`config.mk`:
```
export PLATFORM = sky130hd
export DESIGN_NAME = rld_rotate_left
export DESIGN_NICKNAME = d
export VERILOG_FILES = /design/src/verilog/rld_pkg.sv /design/src/verilog/rld_rotate_left.sv
export SDC_FILE = /design/constraint.sdc
export NUM_CORES = 1
export LEC_CHECK = 0
export ABC_AREA = 1
export BUFFER_PORTS_ARGS = -buffer_cell sky130_fd_sc_hd__buf_2
export CORE_UTILIZATION = 25
export DETAILED_ROUTE_END_ITERATION = 8
export HOLD_SLACK_MARGIN = 0.02
export PLACE_DENSITY_LB_ADDON = 0.05
export SLEW_MARGIN = 10
export SYNTH_ARGS = -nofsm -noshare
export SYNTH_HDL_FRONTEND = slang
export SYNTH_SLANG_ARGS = --single-unit
```
`constraint.sdc`:
```
create_clock -name i_mclk -period 0.8 [get_ports i_mclk]
set_input_delay 0 -clock i_mclk [delete_from_list [all_inputs] [get_ports i_mclk]]
set_output_delay 0 -clock i_mclk [all_outputs]
set_load 0.05 [all_outputs]
```
`src/verilog/rld_pkg.sv`:
```
// rld_pkg: constants and carrier types for the rotate-left datapath slice
// assumes a single core clock domain; included by package name only
package rld_pkg;

  // ---------------------------------------------------------------
  // operation selection
  // ---------------------------------------------------------------
  typedef enum logic [3:0] {
    RLD_OP_ROTATE_MEM_LEFT                = 4'h1,
    RLD_OP_ROTATE_MEM_LEFT_TO_ACC         = 4'h2,
    RLD_OP_ROTATE_MEM_LEFT_VIA_CARRY      = 4'h4,
    RLD_OP_ROTATE_MEM_LEFT_VIA_CARRY_TO_ACC = 4'h8
  } rld_op_t;

  // ---------------------------------------------------------------
  // widths and reset values
  // ---------------------------------------------------------------
  localparam int RLD_DW = 8;
  localparam int RLD_MSB = 7;
  localparam logic [7:0] RLD_DATA_RST = 8'h00;
  localparam logic RLD_FLAG_RST = 1'b0;
  localparam int RLD_LATENCY = 1;

  // request from the decoder: operand byte plus current flag state
  typedef struct packed {
    logic valid;
    rld_op_t op;
    logic [7:0] operand;
    logic carry;
    logic zero;
    logic ovf;
    logic aux;
  } rld_req_t;

  // result for the writeback path
  typedef struct packed {
    logic mem_we;
    logic acc_we;
    logic [7:0] data;
    logic carry;
    logic zero;
    logic ovf;
    logic aux;
  } rld_res_t;

endpackage

```
`src/verilog/rld_rotate_left.sv`:
```
// rld_rotate_left: one-cycle rotate-left execution slice of the 8-bit core
// assumes decoder supplies operand byte and current flags on the core clock
// and a reset whose release is already synchronised to i_mclk
`timescale 1ns/1ns
`default_nettype none

module rld_rotate_left (
  // clock and reset
  input wire logic i_mclk,
  input wire logic i_rst_b,
  // request from decoder
  input wire rld_pkg::rld_req_t i_req,
  // result to writeback
  output rld_pkg::rld_res_t o_res
);

  // ---------------------------------------------------------------
  // operand decode
  // ---------------------------------------------------------------
  // bits that move up one place in every variant
  logic [rld_pkg::RLD_MSB-1:0] low_bits;
  // bit that leaves at the top: wraps to bit 0, or becomes the new carry
  logic top_bit;
  // circular result: nothing enters from outside the byte
  logic [rld_pkg::RLD_DW-1:0] rot_plain;
  // eight-bit result of the nine-bit rotate: the old carry fills bit 0
  logic [rld_pkg::RLD_DW-1:0] rot_carry;

  assign low_bits = i_req.operand[rld_pkg::RLD_MSB-1:0];
  assign top_bit = i_req.operand[rld_pkg::RLD_MSB];
  assign rot_plain = {low_bits, top_bit};
  assign rot_carry = {low_bits, i_req.carry};

  // ---------------------------------------------------------------
  // datapath
  // ---------------------------------------------------------------
  // the instruction settles in one cycle: the registered result is ready
  // for writeback at the edge after the request is taken. flags are echoed
  // every cycle so writeback never needs to qualify them; only the two
  // strobes say whether and where to write.
  rld_pkg::rld_res_t res_r;
  rld_pkg::rld_res_t res_nxt;

  always_comb begin
    res_nxt = res_r;
    // strobes default low, so each known request gives exactly one write pulse
    res_nxt.mem_we = 1'b0;
    res_nxt.acc_we = 1'b0;
    // flags pass through by default so unselected flags never move
    res_nxt.carry = i_req.carry;
    res_nxt.zero = i_req.zero;
    res_nxt.ovf = i_req.ovf;
    res_nxt.aux = i_req.aux;
    if (i_req.valid) begin
      case (i_req.op)
        rld_pkg::RLD_OP_ROTATE_MEM_LEFT: begin
          // memory gets the circular result, no flag moves
          res_nxt.data = rot_plain;
          res_nxt.mem_we = 1'b1;
        end
        rld_pkg::RLD_OP_ROTATE_MEM_LEFT_TO_ACC: begin
          // accumulator gets the circular result, memory is not strobed
          res_nxt.data = rot_plain;
          res_nxt.acc_we = 1'b1;
        end
        rld_pkg::RLD_OP_ROTATE_MEM_LEFT_VIA_CARRY: begin
          // top bit leaves as the new carry; old carry enters bit 0
          res_nxt.data = rot_carry;
          res_nxt.carry = top_bit;
          res_nxt.mem_we = 1'b1;
        end
        rld_pkg::RLD_OP_ROTATE_MEM_LEFT_VIA_CARRY_TO_ACC: begin
          // same nine-bit rotate, result to the accumulator only
          res_nxt.data = rot_carry;
          res_nxt.carry = top_bit;
          res_nxt.acc_we = 1'b1;
        end
        default: begin
          // unknown code: no write, flags echoed unchanged
          // holding data keeps a stray code from disturbing the writeback value
          res_nxt.data = res_r.data;
        end
      endcase
    end
  end

  // reset clears the strobes so nothing is written before the first request
  always_ff @(posedge i_mclk or negedge i_rst_b) begin
    if (!i_rst_b) begin
      res_r <= '{mem_we: 1'b0, acc_we: 1'b0, data: rld_pkg::RLD_DATA_RST,
                 carry: rld_pkg::RLD_FLAG_RST, zero: rld_pkg::RLD_FLAG_RST,
                 ovf: rld_pkg::RLD_FLAG_RST, aux: rld_pkg::RLD_FLAG_RST};
    end else begin
      res_r <= res_nxt;
    end
  end

  assign o_res = res_r;

  // ---------------------------------------------------------------
  // checks
  // ---------------------------------------------------------------
  // each check compares with the request input one edge earlier
  a_plain_mem_rot: assert property (@(posedge i_mclk) disable iff (!i_rst_b)
    i_req.valid && i_req.op == rld_pkg::RLD_OP_ROTATE_MEM_LEFT |=> o_res.mem_we && !o_res.acc_we
    && o_res.data == {$past(i_req.operand[6:0]), $past(i_req.operand[7])}
    && o_res.carry == $past(i_req.carry))
    else $error("plain memory rotate wrong");

  a_plain_acc_rot: assert property (@(posedge i_mclk) disable iff (!i_rst_b)
    i_req.valid && i_req.op == rld_pkg::RLD_OP_ROTATE_MEM_LEFT_TO_ACC |=> o_res.acc_we
    && !o_res.mem_we && o_res.data == {$past(i_req.operand[6:0]), $past(i_req.operand[7])}
    && o_res.carry == $past(i_req.carry))
    else $error("plain accumulator rotate wrong");

  a_carry_mem_rot: assert property (@(posedge i_mclk) disable iff (!i_rst_b)
    i_req.valid && i_req.op == rld_pkg::RLD_OP_ROTATE_MEM_LEFT_VIA_CARRY |=> o_res.mem_we
    && !o_res.acc_we && o_res.data == {$past(i_req.operand[6:0]), $past(i_req.carry)}
    && o_res.carry == $past(i_req.operand[7]))
    else $error("carry memory rotate wrong");

  a_carry_acc_rot: assert property (@(posedge i_mclk) disable iff (!i_rst_b)
    i_req.valid && i_req.op == rld_pkg::RLD_OP_ROTATE_MEM_LEFT_VIA_CARRY_TO_ACC |=> o_res.acc_we
    && !o_res.mem_we && o_res.data == {$past(i_req.operand[6:0]), $past(i_req.carry)}
    && o_res.carry == $past(i_req.operand[7]))
    else $error("carry accumulator rotate wrong");

  a_other_flags_kept: assert property (@(posedge i_mclk) disable iff (!i_rst_b)
    i_req.valid |=> o_res.zero == $past(i_req.zero) && o_res.ovf == $past(i_req.ovf)
    && o_res.aux == $past(i_req.aux))
    else $error("non-carry flag changed");

  a_idle_no_write: assert property (@(posedge i_mclk) disable iff (!i_rst_b)
    !i_req.valid |=> !o_res.mem_we && !o_res.acc_we)
    else $error("write without request");

  // ---------------------------------------------------------------
  // refused and idle cycles
  // ---------------------------------------------------------------
  // a code that is not one-hot must leave memory, accumulator and data alone
  a_bad_op_quiet: assert property (@(posedge i_mclk) disable iff (!i_rst_b)
    i_req.valid && !$onehot(i_req.op) |=> !o_res.mem_we && !o_res.acc_we
    && o_res.data == $past(o_res.data) && o_res.carry == $past(i_req.carry))
    else $error("refused code changed state");

  a_idle_data_held: assert property (@(posedge i_mclk) disable iff (!i_rst_b)
    !i_req.valid |=> o_res.data == $past(o_res.data))
    else $error("result moved while idle");

  // writeback may take the flags unconditionally, so they echo every cycle
  a_idle_flags_echo: assert property (@(posedge i_mclk) disable iff (!i_rst_b)
    !i_req.valid |=> o_res.carry == $past(i_req.carry) && o_res.zero == $past(i_req.zero)
    && o_res.ovf == $past(i_req.ovf) && o_res.aux == $past(i_req.aux))
    else $error("flag not echoed while idle");

  // ---------------------------------------------------------------
  // behaviour shared by two or more of the four variants
  // ---------------------------------------------------------------
  // plain variants touch no flag at all, carry included
  a_plain_flags_kept: assert property (
    @(posedge i_mclk) disable iff (!i_rst_b)
    i_req.valid && (i_req.op == rld_pkg::RLD_OP_ROTATE_MEM_LEFT
    || i_req.op == rld_pkg::RLD_OP_ROTATE_MEM_LEFT_TO_ACC)
    |=> o_res.carry == $past(i_req.carry) && o_res.zero == $past(i_req.zero)
    && o_res.ovf == $past(i_req.ovf) && o_res.aux == $past(i_req.aux))
    else $error("plain rotate moved a flag");

  // every variant moves bits 0 to 6 up one place
  a_bits_move_up: assert property (
    @(posedge i_mclk) disable iff (!i_rst_b)
    i_req.valid && $onehot(i_req.op) |=> o_res.data[7:1] == $past(i_req.operand[6:0]))
    else $error("low bits not moved up one place");

  // accumulator forms must never strobe the memory byte
  a_acc_keeps_mem: assert property (
    @(posedge i_mclk) disable iff (!i_rst_b)
    i_req.valid && (i_req.op == rld_pkg::RLD_OP_ROTATE_MEM_LEFT_TO_ACC
    || i_req.op == rld_pkg::RLD_OP_ROTATE_MEM_LEFT_VIA_CARRY_TO_ACC) |=> !o_res.mem_we)
    else $error("accumulator form strobed memory");

  // ---------------------------------------------------------------
  // write strobes and reset
  // ---------------------------------------------------------------
  // one request writes one place: memory or accumulator, never both
  a_one_target: assert property (@(posedge i_mclk) disable iff (!i_rst_b)
    !(o_res.mem_we && o_res.acc_we))
    else $error("both write strobes high");

  // a strobe is only ever the answer to a known request one edge before
  a_write_has_req: assert property (@(posedge i_mclk) disable iff (!i_rst_b)
    o_res.mem_we || o_res.acc_we |-> $past(i_req.valid) && $onehot($past(i_req.op)))
    else $error("write strobe without a known request");

  // every known request writes exactly one place
  a_known_op_writes: assert property (@(posedge i_mclk) disable iff (!i_rst_b)
    i_req.valid && $onehot(i_req.op) |=> o_res.mem_we != o_res.acc_we)
    else $error("known request did not write once");

  // the first edge after release must still show the cleared result
  a_reset_clears: assert property (@(posedge i_mclk)
    $rose(i_rst_b) |-> !o_res.mem_we && !o_res.acc_we
    && o_res.data == rld_pkg::RLD_DATA_RST && o_res.carry == rld_pkg::RLD_FLAG_RST)
    else $error("result not cleared by reset");

  // ---------------------------------------------------------------
  // scenario reach
  // ---------------------------------------------------------------
  // each instruction and a refused code should be seen at least once
  c_plain_mem: cover property (@(posedge i_mclk) disable iff (!i_rst_b)
    i_req.valid && i_req.op == rld_pkg::RLD_OP_ROTATE_MEM_LEFT);

  c_plain_acc: cover property (@(posedge i_mclk) disable iff (!i_rst_b)
    i_req.valid && i_req.op == rld_pkg::RLD_OP_ROTATE_MEM_LEFT_TO_ACC);

  c_carry_mem: cover property (@(posedge i_mclk) disable iff (!i_rst_b)
    i_req.valid && i_req.op == rld_pkg::RLD_OP_ROTATE_MEM_LEFT_VIA_CARRY);

  c_carry_acc: cover property (@(posedge i_mclk) disable iff (!i_rst_b)
    i_req.valid && i_req.op == rld_pkg::RLD_OP_ROTATE_MEM_LEFT_VIA_CARRY_TO_ACC);

  c_bad_op: cover property (@(posedge i_mclk) disable iff (!i_rst_b)
    i_req.valid && !$onehot(i_req.op));

endmodule // rld_rotate_left

`default_nettype wire

```
==> flow_metrics.py, run 1 <==
metrics = {
    "cts": {
        "cts-root-buf": "clkbuf_4",
        "cts_tree": "done",
        "clkTransAtPathRegs_ps": 80,
        "htree_num_levels": 1,
        "cts_buffers": 3,
        "cts_num_sinks": 14,
        "clock_latency_ps": 270,
        "clk_path_buf_depth": 2,
    },
    "logic_synthesis": {
        "synthesis.area_um2": 609,
        "avgSynthCellArea_um2": 8.83,
        "synth_cells": 69,
        "ys_ff_latch": 14,
        "ys_types": 10,
        "yosysSeqAreaShare_pct": 57.5,
        "syn_nets": 88,
        "yosysWarnings": 0,
    },
    "die": {
        "core_area_um2": 2250,
        "die_w_um": 51.4,
        "die_h_um": 51.4,
        "dieArea_um2": 2640,
        "io_pins": 33,
        "start_util_pct": 27.0,
        "rows": 17,
    },
    "sta": {
        "hold_viol_final": 0,
        "rsz0062_at_grt": "true",
        "setup_viol": 8,
        "fin_ws_ps": -45.6,
        "post-route-period-util_pct": 106,
        "max_freq_mhz": 1180,
        "worstMarginPinSlew_ps": 323,
        "finalClockSkew_ps": 0,
        "maxSlewHeadroom_pct": 78.5,
        "min_period_ps": 846,
        "drv_slew": 0,
    },
    "setup_path": {
        "slowest_stage": "dfrtp_2",
        "worstSetupPathType": "flop to output port",
        "path_cells": "buf_6",
        "cp_data_arrival_time_ps": 850,
        "max_stage_delay_ps": 420,
        "cp-end-kind": "output port",
        "critPathLaunchType": "flop",
        "cp_top_family": "flip-flops",
        "cp.buffers_inverters": 1,
        "worstPathRequired_ps": 800,
        "crit_fanout": 2,
    },
    "detailed_routing": {
        "drtIter0Drc": 8,
        "via_count": 579,
        "drc": 0,
        "final_antenna_net_count": 0,
        "drt_wl_total_um": 1330,
        "drt_first_pass_iters": 4,
        "wl_per_cell_um": 9.05,
        "vias_per_cell": 3.94,
    },
    "layout": {
        "antenna_cells": 0,
        "stdcell_count": 147,
        "area_growth_pct": 74.9,
        "nFillCells": 223,
        "design_area_um2": 1070,
        "drive_gt1_share_pct": 47.9,
        "multi_input_area_um2": 234,
        "largest_register_ffs": 14,
        "layout.nets": 139,
        "seq_area_um2": 360,
    },
    "hold_path": {
        "hp-class": "primary input to flop",
    },
    "placement": {
        "dpl_cell_area_um2": 830,
        "gp_congestion": 0.730,
        "dp_hpwl_um": 953,
        "dp.cells": 131,
        "io_buffers": 32,
    },
    "grt": {
        "grt_overflow": 0,
        "antenna_found_initial": 0,
        "grt_max_degree": 15,
        "track_usage_pct": 12.4,
        "grt_pass1_wl_um": 2290,
        "grt_pass1_vias": 563,
    },
    "power_and_ir_drop": {
        "max-vdd-ir-drop_mv": 1.14,
        "power.density_nw_per_um2": 2120,
        "p_leak_nw": 0.591,
    },
    "job": {
        "max-cap-violations": 0,
    },
    "run_status": {
        "violations": "negative setup slack",
        "outcome": "finished with violations",
    },
}
==> power breakdown <==
group	leakage (nW)	switching (mW)	internal, mW
clock	0.0150	0.203	0.193
sequential	0.164	0.0770	0.835
combinational	0.412	0.577	0.371
==> tightest hold or removal path, delay by kind of cell <==
family	cells	cell delay, ps
buffers and inverters	3	170
and+or+nand+nor	2	100
==> cell families after synthesis <==
| logic type | after synthesis | share of synthesized area [%] |
|---|---|---|
| simple gates | 47 | 37.6 |
| flops | 14 | 57.5 |
| buf+inv | 8 | 4.93 |
==> final timing paths <==
kind,cells after the start,startpoint,slack [ps],endpoint
worst min-delay path,5,i_req[3],40,o_res[3]
max in group asynchronous,2,i_rst_b,380,o_res[5]
worst max register to register,3,o_res[5],50,o_res[5]
worst min register to register,2,o_res[11],540,o_res[11]
worst max-delay path,1,o_res[8],-50,o_res[8]
min in group asynchronous,2,i_rst_b,150,o_res[4]
==> cell usage after synthesis <==
| library cell | count | area share (%) |
|---|---|---|
| nand2_2 | 3 | 3.1 |
| nand2_4 | 3 | 5.5 |
| inv_1 | 7 | 4.3 |
| nor2_1 | 3 | 1.8 |
| nor2_2 | 3 | 3.1 |
| nand3b_1 | 1 | 1.2 |
| nand3_1 | 9 | 7.4 |
| dfrtp_1 | 14 | 57 |
| nand2_1 | 25 | 15 |
| inv_2 | 1 | 0.62 |
==> area by class of cell <==
type	instances	area share [%]
multi-input cells	47	21.9
inverters	8	2.82
clock buffers	4	2.46
well taps	28	3.29
repair buffers	46	35.7
flip-flops and latches	14	33.8
==> timing repair <==
item / 4_1_cts / 5_1_grt
buffers inserted: 1 / 0
resized for setup: 28 / 1
endpoints found under the hold margin: 24 / 0
endpoints found under the setup margin: 14 / 15
hold buffers: 11 / 0
==> layer usage <==
layer  vias to the layer above  part of all wire, %  GRT usage, %  wire length, um
li1                        312                    -             -                -
met4                         0                  1.2          6.76               16
met3                         2                  8.2          5.95              109
met1                       244                   44          14.6              588
met5                         -                    0             0                0
met2                        21                   46          18.2              617
==> through the flow <==
step	setup WS, ps	TNS (ps)	hold WS (ps)	utilization, %	power, mW
after floorplan	26.6	0	-296	-	1.44
after global placement	-35.2	-243	-79.6	36.8	1.66
after detailed placement	-46.6	-327	-83.2	36.8	1.65
after CTS	-64.7	-513	22.8	47.1	2.29
after global routing	-97.3	-909	36.5	47.3	2.40
final	-45.6	-327	35.7	47.3	2.26
==> layout by cell type (no fill, tap or decap), types with 3 or more instances in the layout <==
master / instances
nor2_2: 3
buf_4: 3
nand2_2: 3
buf_2: 18
nand2_1: 25
dlygate4sd3_1: 11
dfrtp_1: 6
nand3_1: 8
nor2_1: 3
nand2_4: 3
clkbuf_4: 3
inv_1: 7
dfrtp_2: 8
buf_6: 14
(Power assumes the default switching activity.)
==> run 2, diff against run 1 <==
--- a/config.mk
+++ b/config.mk
@@ -5,7 +5,6 @@
 export SDC_FILE = /design/constraint.sdc
 export NUM_CORES = 1
 export LEC_CHECK = 0
-export ABC_AREA = 1
 export BUFFER_PORTS_ARGS = -buffer_cell sky130_fd_sc_hd__buf_2
 export CORE_UTILIZATION = 25
 export DETAILED_ROUTE_END_ITERATION = 8
==> run 2 against run 1 <==
The flow still finishes with violations (negative setup slack). Via count decreased by 15%. Register-to-register slack got worse by 30 ps. Cell area increased by 11%. Critical endpoint is now o_res[7]. Power increased by 15%. Wire length increased by 10%. Highest routed layer is now met3. Combinational power increased by 23%.
==> flow_metrics.py, run 2 <==
metrics = {
    "run_status": {
        "outcome": "finished with violations",
        "violations": "negative setup slack",
    },
    "layout": {
        "layout.nets": 110,
        "largest_register_ffs": 14,
        "layout_common_cells": "16 x buf_2, 14 x dfrtp_1, 14 x buf_6, 13 x dlygate4sd3_1, 9 x mux2_4",
        "final_common_cell": "buf_2",
        "drive_gt1_share_pct": 64.4,
        "antenna_cells": 0,
        "area_growth_pct": 112,
        "nFillCells": 174,
        "final_util_pct": 58.1,
    },
    "cts": {
        "clk_path_buf_depth": 2,
        "clock_latency_ps": 280,
        "cts_num_sinks": 14,
        "htree_num_levels": 1,
        "cts_tree": "done",
        "cts_buffers": 3,
        "cts-root-buf": "clkbuf_4",
        "clkTransAtPathRegs_ps": 90,
    },
    "logic_synthesis": {
        "syn_nets": 53,
        "synth_xor_area_share_pct": 4.70,
        "ys_types": 7,
        "avgSynthCellArea_um2": 16.4,
        "async_flop_share_pct": 100,
        "synth_adder_area_share_pct": 0,
        "synth_area_leaders": "dfrtp_1 63%, mux2_2 20%, nor4b_1 6.3%",
        "synth_cells": 34,
        "synthesis.area_um2": 559,
        "muxShareOfSynthArea_pct": 20.1,
        "yosysSeqAreaShare_pct": 62.6,
        "synth_top_area_cell": "dfrtp_1",
        "ys_ff_latch": 14,
        "synth_most_common_cell": "dfrtp_1",
        "ys.flop_type": "dfrtp_1",
        "synth_common_cells": "14 x dfrtp_1, 10 x mux2_2, 4 x nor4b_1, 3 x xnor2_1",
        "synth_top_family_by_area": "multiplexers",
        "synth-compound-area-share_pct": 3.80,
        "yosysWarnings": 0,
        "synth-simple-area-share_pct": 8.72,
        "synth_edf_count": 0,
        "netlist.area_leader.share_pct": 62.6,
    },
    "power_and_ir_drop": {
        "p_leak_nw": 0.573,
        "switching_share_pct": 36.3,
        "max-vdd-ir-drop_mv": 1.32,
        "p_sw_mw": 0.939,
        "power.density_nw_per_um2": 2180,
        "power_frac_comb_pct": 45.2,
        "internal-power_mw": 1.65,
        "pwr-share-clk_pct": 19.3,
        "power_frac_seq_pct": 35.5,
    },
    "sta": {
        "drv_slew": 0,
        "hold_viol_final": 0,
        "rsz0062_at_grt": "true",
        "max_freq_mhz": 1100,
        "fin_ws_ps": -111,
        "worstMarginPinSlew_ps": 307,
        "min_period_ps": 911,
        "whs_ps": 26.0,
        "setup_viol": 19,
        "finalClockSkew_ps": 0,
        "maxSlewHeadroom_pct": 79.5,
        "post-route-period-util_pct": 114,
    },
    "setup_path": {
        "cp_data_arrival_time_ps": 1070,
        "worstSetupPathType": "primary input to flop",
        "cp-end-kind": "flop",
        "critPathLaunchType": "primary input",
        "worstPathRequired_ps": 960,
        "crit_fanout": 8,
        "ff2ff_path_depth": 1,
    },
    "die": {
        "die_h_um": 49.3,
        "core_area_um2": 2040,
        "die_w_um": 49.3,
        "io_pins": 33,
        "rows": 16,
        "start_util_pct": 27.4,
        "dieArea_um2": 2430,
    },
    "grt": {
        "track_usage_pct": 13.7,
        "grt_max_degree": 15,
        "grt_overflow": 0,
        "antenna_found_initial": 0,
        "grt_pass1_wl_um": 2420,
        "grt_pass1_vias": 530,
    },
    "detailed_routing": {
        "drc": 0,
        "drt_wl_total_um": 1470,
        "drt_first_pass_iters": 2,
        "via_count": 493,
        "wl_per_cell_um": 12.6,
        "drtIter0Drc": 1,
        "final_antenna_net_count": 0,
        "vias_per_cell": 4.21,
    },
    "placement": {
        "dp_hpwl_um": 979,
        "io_buffers": 32,
        "gp_congestion": 0.637,
    },
    "hold_path": {
        "hp-class": "primary input to flop",
        "holdPathStages": 3,
    },
    "job": {
        "max-cap-violations": 0,
    },
}
-- run 2: cell types whose count changed in the layout (fill, tap and decap cells not counted), moves of 3 or more --
cell	previous run	this run
buf_4	3	6
dfrtp_1	6	14
dfrtp_2	8	0
inv_1	7	0
mux2_4	0	9
nand2_1	25	1
nand2_2	3	0
nand2_4	3	0
nand3_1	8	0
nor2_1	3	0
nor2_2	3	0
-- run 2: routing by layer --
layer | GRT usage (%) | wire (um) | up-vias
li1 | - | - | 235
met4 | 0 | 0 | 0
met1 | 14.2 | 598 | 239
met3 | 5.61 | 65 | 0
met5 | 0 | 0 | -
met2 | 26.7 | 807 | 19
-- run 2: final cells by class --
type	count	area [um2]	share of cell area [%]
tap	27	33.8	2.85
clock buffer	4	36.3	3.06
multi-input combinational	20	298	25.1
timing repair buffer	52	468	39.5
sequential	14	350	29.5
-- run 2: kinds of logic after synthesis --
| kind of cell | count (synthesis) |
|---|---|
| compound gates | 1 |
| xor+xnor | 3 |
| mux | 10 |
| flops | 14 |
| simple gates | 6 |
-- run 2: final timing paths --
kind / from / end / slack, ps
hold reg to reg: o_res[5] / o_res[5] / 540
max in group asynchronous: i_rst_b / o_res[2] / 430
setup reg to reg: o_res[7] / o_res[7] / 20
min in group asynchronous: i_rst_b / o_res[13] / 130
hold / removal: i_req[15] / o_res[13] / 30
setup / recovery: i_req[14] / o_res[7] / -110
-- run 2: worst max-delay path, cell delays in order --
cell and delay (ps):
buf_12 110, buf_4 140, nor4b_4 250, o31ai_4 120, buf_12 160, mux2_4 300
-- run 2: power groups by stage --
stage	Sequential (mW)	Clock, mW	Combinational (mW)
after CTS	0.923	0.504	1.17
after global placement	0.892	0	0.882
after detailed placement	0.901	0	0.887
after global routing	0.935	0.548	1.22
after floorplan	1.34	0	0.170
final	0.920	0.498	1.17
-- run 2: stage by stage --
step	instances	power (mW)	setup TNS (ps)	instance area (um2)	setup slack, ps
after detailed placement	99	1.79	-4030	861	-491
after floorplan	34	1.51	-1960	609	-251
final	117	2.59	-1090	1190	-111
after global placement	99	1.77	-3740	861	-451
after CTS	117	2.59	-1680	1170	-172
after global routing	117	2.71	-1730	1190	-130
-- run 2: timing repair --
action | in CTS | in global routing
cloned | 0 | 0
hold buffers | 13 | 0
endpoints found under the hold margin | 25 | 0
gates resized for setup | 41 | 3
buffers inserted | 1 | 0
setup endpoints to repair | 22 | 22
pin swaps | 3 | 2
==> run 3, diff against run 2 <==
==> constraint.sdc (replaced) <==
create_clock -name i_mclk -period 1 [get_ports i_mclk]
set_input_delay 0 -clock i_mclk [delete_from_list [all_inputs] [get_ports i_mclk]]
set_output_delay 0 -clock i_mclk [all_outputs]
set_load 0.05 [all_outputs]
==> run 3 against run 2 <==
Non-clock buffer count shrank 4. Sequential share of layout area grew 5.2 points. Worst hold slack gained 18 ps. Critical path type unchanged. Final cell count shrank 4.3%. Critical path depth shrank 1. Cell area shrank 15%. Flip-flop and latch count is the same. Combinational power shrank 36%. Register-to-register slack gained 230 ps. The run now ends clean. Clock skew is the same. Die area is the same.
==> flow_metrics.py, run 3 (synthesized netlist as in run 2, its figures left out) <==
metrics = {
    "run_status": {
        "outcome": "finished clean",
    },
    "sta": {
        "fin_tns_setup_ps": 0,
        "setup_viol": 0,
        "hold_viol_final": 0,
        "finalClockSkew_ps": 0,
        "drv_slew": 0,
        "min_period_ps": 960,
        "maxSlewHeadroom_pct": 78.0,
        "worstMarginPinSlew_ps": 330,
        "post-route-period-util_pct": 96.0,
        "whs_ps": 43.9,
        "max_freq_mhz": 1040,
        "rsz0062_at_grt": "false",
    },
    "setup_path": {
        "critPathLaunchType": "primary input",
        "path_cells": "buf_4, xnor2_4, nor3_4, mux2_4, mux2_2",
        "crit_fanout": 4,
        "cp-end-kind": "flop",
        "slowest_stage": "mux2_4",
        "worstSetupPathType": "primary input to flop",
        "worstPathRequired_ps": 1150,
        "max_stage_delay_ps": 320,
        "cp_data_arrival_time_ps": 1110,
    },
    "die": {
        "rows": 16,
        "dieArea_um2": 2430,
        "die_h_um": 49.3,
        "start_util_pct": 27.4,
        "die_w_um": 49.3,
        "io_pins": 33,
        "core_area_um2": 2040,
    },
    "layout": {
        "drive_gt1_share_pct": 62.4,
        "largest_register_ffs": 14,
        "area_growth_pct": 80.3,
        "final_common_cell": "buf_2",
        "layout_common_cells": "28 x buf_2, 14 x dfrtp_1, 13 x dlygate4sd3_1, 8 x mux2_2, 5 x buf_4",
        "antenna_cells": 0,
        "nFillCells": 205,
        "seq_area_um2": 350,
        "multi_input_area_um2": 263,
        "layout.nets": 106,
    },
    "cts": {
        "cts_tree": "done",
        "cts-root-buf": "clkbuf_4",
        "clock_latency_ps": 260,
        "htree_num_levels": 1,
        "clk_path_buf_depth": 2,
        "cts_num_sinks": 14,
        "clkTransAtPathRegs_ps": 70,
        "cts_buffers": 3,
    },
    "power_and_ir_drop": {
        "p_leak_nw": 0.476,
        "power.density_nw_per_um2": 1730,
        "max-vdd-ir-drop_mv": 0.942,
    },
    "grt": {
        "grt_pass1_vias": 475,
        "grt_overflow": 0,
        "grt_pass1_wl_um": 2160,
        "track_usage_pct": 11.8,
        "antenna_found_initial": 0,
        "grt_max_degree": 15,
    },
    "detailed_routing": {
        "final_antenna_net_count": 0,
        "wl_per_cell_um": 10.9,
        "drt_first_pass_iters": 4,
        "via_count": 466,
        "vias_per_cell": 4.16,
        "drc": 0,
        "drt_wl_total_um": 1220,
        "drtIter0Drc": 3,
    },
    "job": {
        "max-cap-violations": 0,
    },
    "placement": {
        "dp_hpwl_um": 939,
        "io_buffers": 32,
        "gp_congestion": 0.644,
    },
    "hold_path": {
        "hp-class": "primary input to flop",
    },
}
[run 3: cell types whose count changed in the layout (fill, tap and decap cells not counted), moves of 7 or more]
cell | previous run | this run
mux2_4 | 9 | 2
mux2_2 | 1 | 8
buf_2 | 16 | 28
buf_6 | 14 | 1
[run 3: routing by layer]
metal  GRT usage, %  vias up  wire, um
met5              0        -         0
met4              0        0         0
met3           5.92        0        69
met2           19.6       17       615
met1           14.4      218       533
li1               -      231         -
[run 3: power by group]
group / switching, mW / leakage [nW] / internal, mW
registers: 0.0396 / 0.169 / 0.664
clock network: 0.153 / 0.0138 / 0.139
logic: 0.492 / 0.293 / 0.253
total: 0.685 / 0.476 / 1.06
[run 3: critical path, delay by kind of cell]
family	cells	cell delay, ps
multiplexers	2	570
XOR/XNOR	1	130
buffers and inverters	1	150
AND/OR/NAND/NOR	1	260
[run 3: repair_timing]
item	CTS	global route
hold endpoints to repair	25	0
buffers inserted	0	0
gates resized for setup	0	6
setup endpoints to repair	0	1
hold buffers	13	0
[run 3: stage by stage]
step	instance area, um2	total power [mW]	util (%)	setup WS, ps	std cells
after global placement	853	1.42	41.8	-255	98
after global routing	1010	1.85	49.4	4.45	112
final	1010	1.74	49.4	39.6	112
after floorplan	609	1.21	-	-50.6	34
after detailed placement	853	1.43	41.8	-265	98
after CTS	1010	1.77	49.3	8.40	114
[run 3: layout make-up]
| type | count | area share, % |
|---|---|---|
| Sequential cell | 14 | 34.7 |
| Multi-Input combinational cell | 20 | 26.1 |
| Clock buffer | 3 | 2.23 |
| Timing Repair Buffer | 48 | 33.6 |
| Tap cell | 27 | 3.35 |
[run 3: worst paths after layout]
| kind | startpoint | cells after the start | slack [ps] | endpoint |
|---|---|---|---|---|
| min reg2reg | o_res[4] | 1 | 500 | o_res[4] |
| max reg2reg | o_res[7] | 1 | 250 | o_res[7] |
| min | i_req[15] | 3 | 40 | o_res[13] |
| max in group asynchronous | i_rst_b | 2 | 620 | o_res[7] |
| min in group asynchronous | i_rst_b | 2 | 150 | o_res[8] |
| max | i_req[14] | 5 | 40 | o_res[4] |
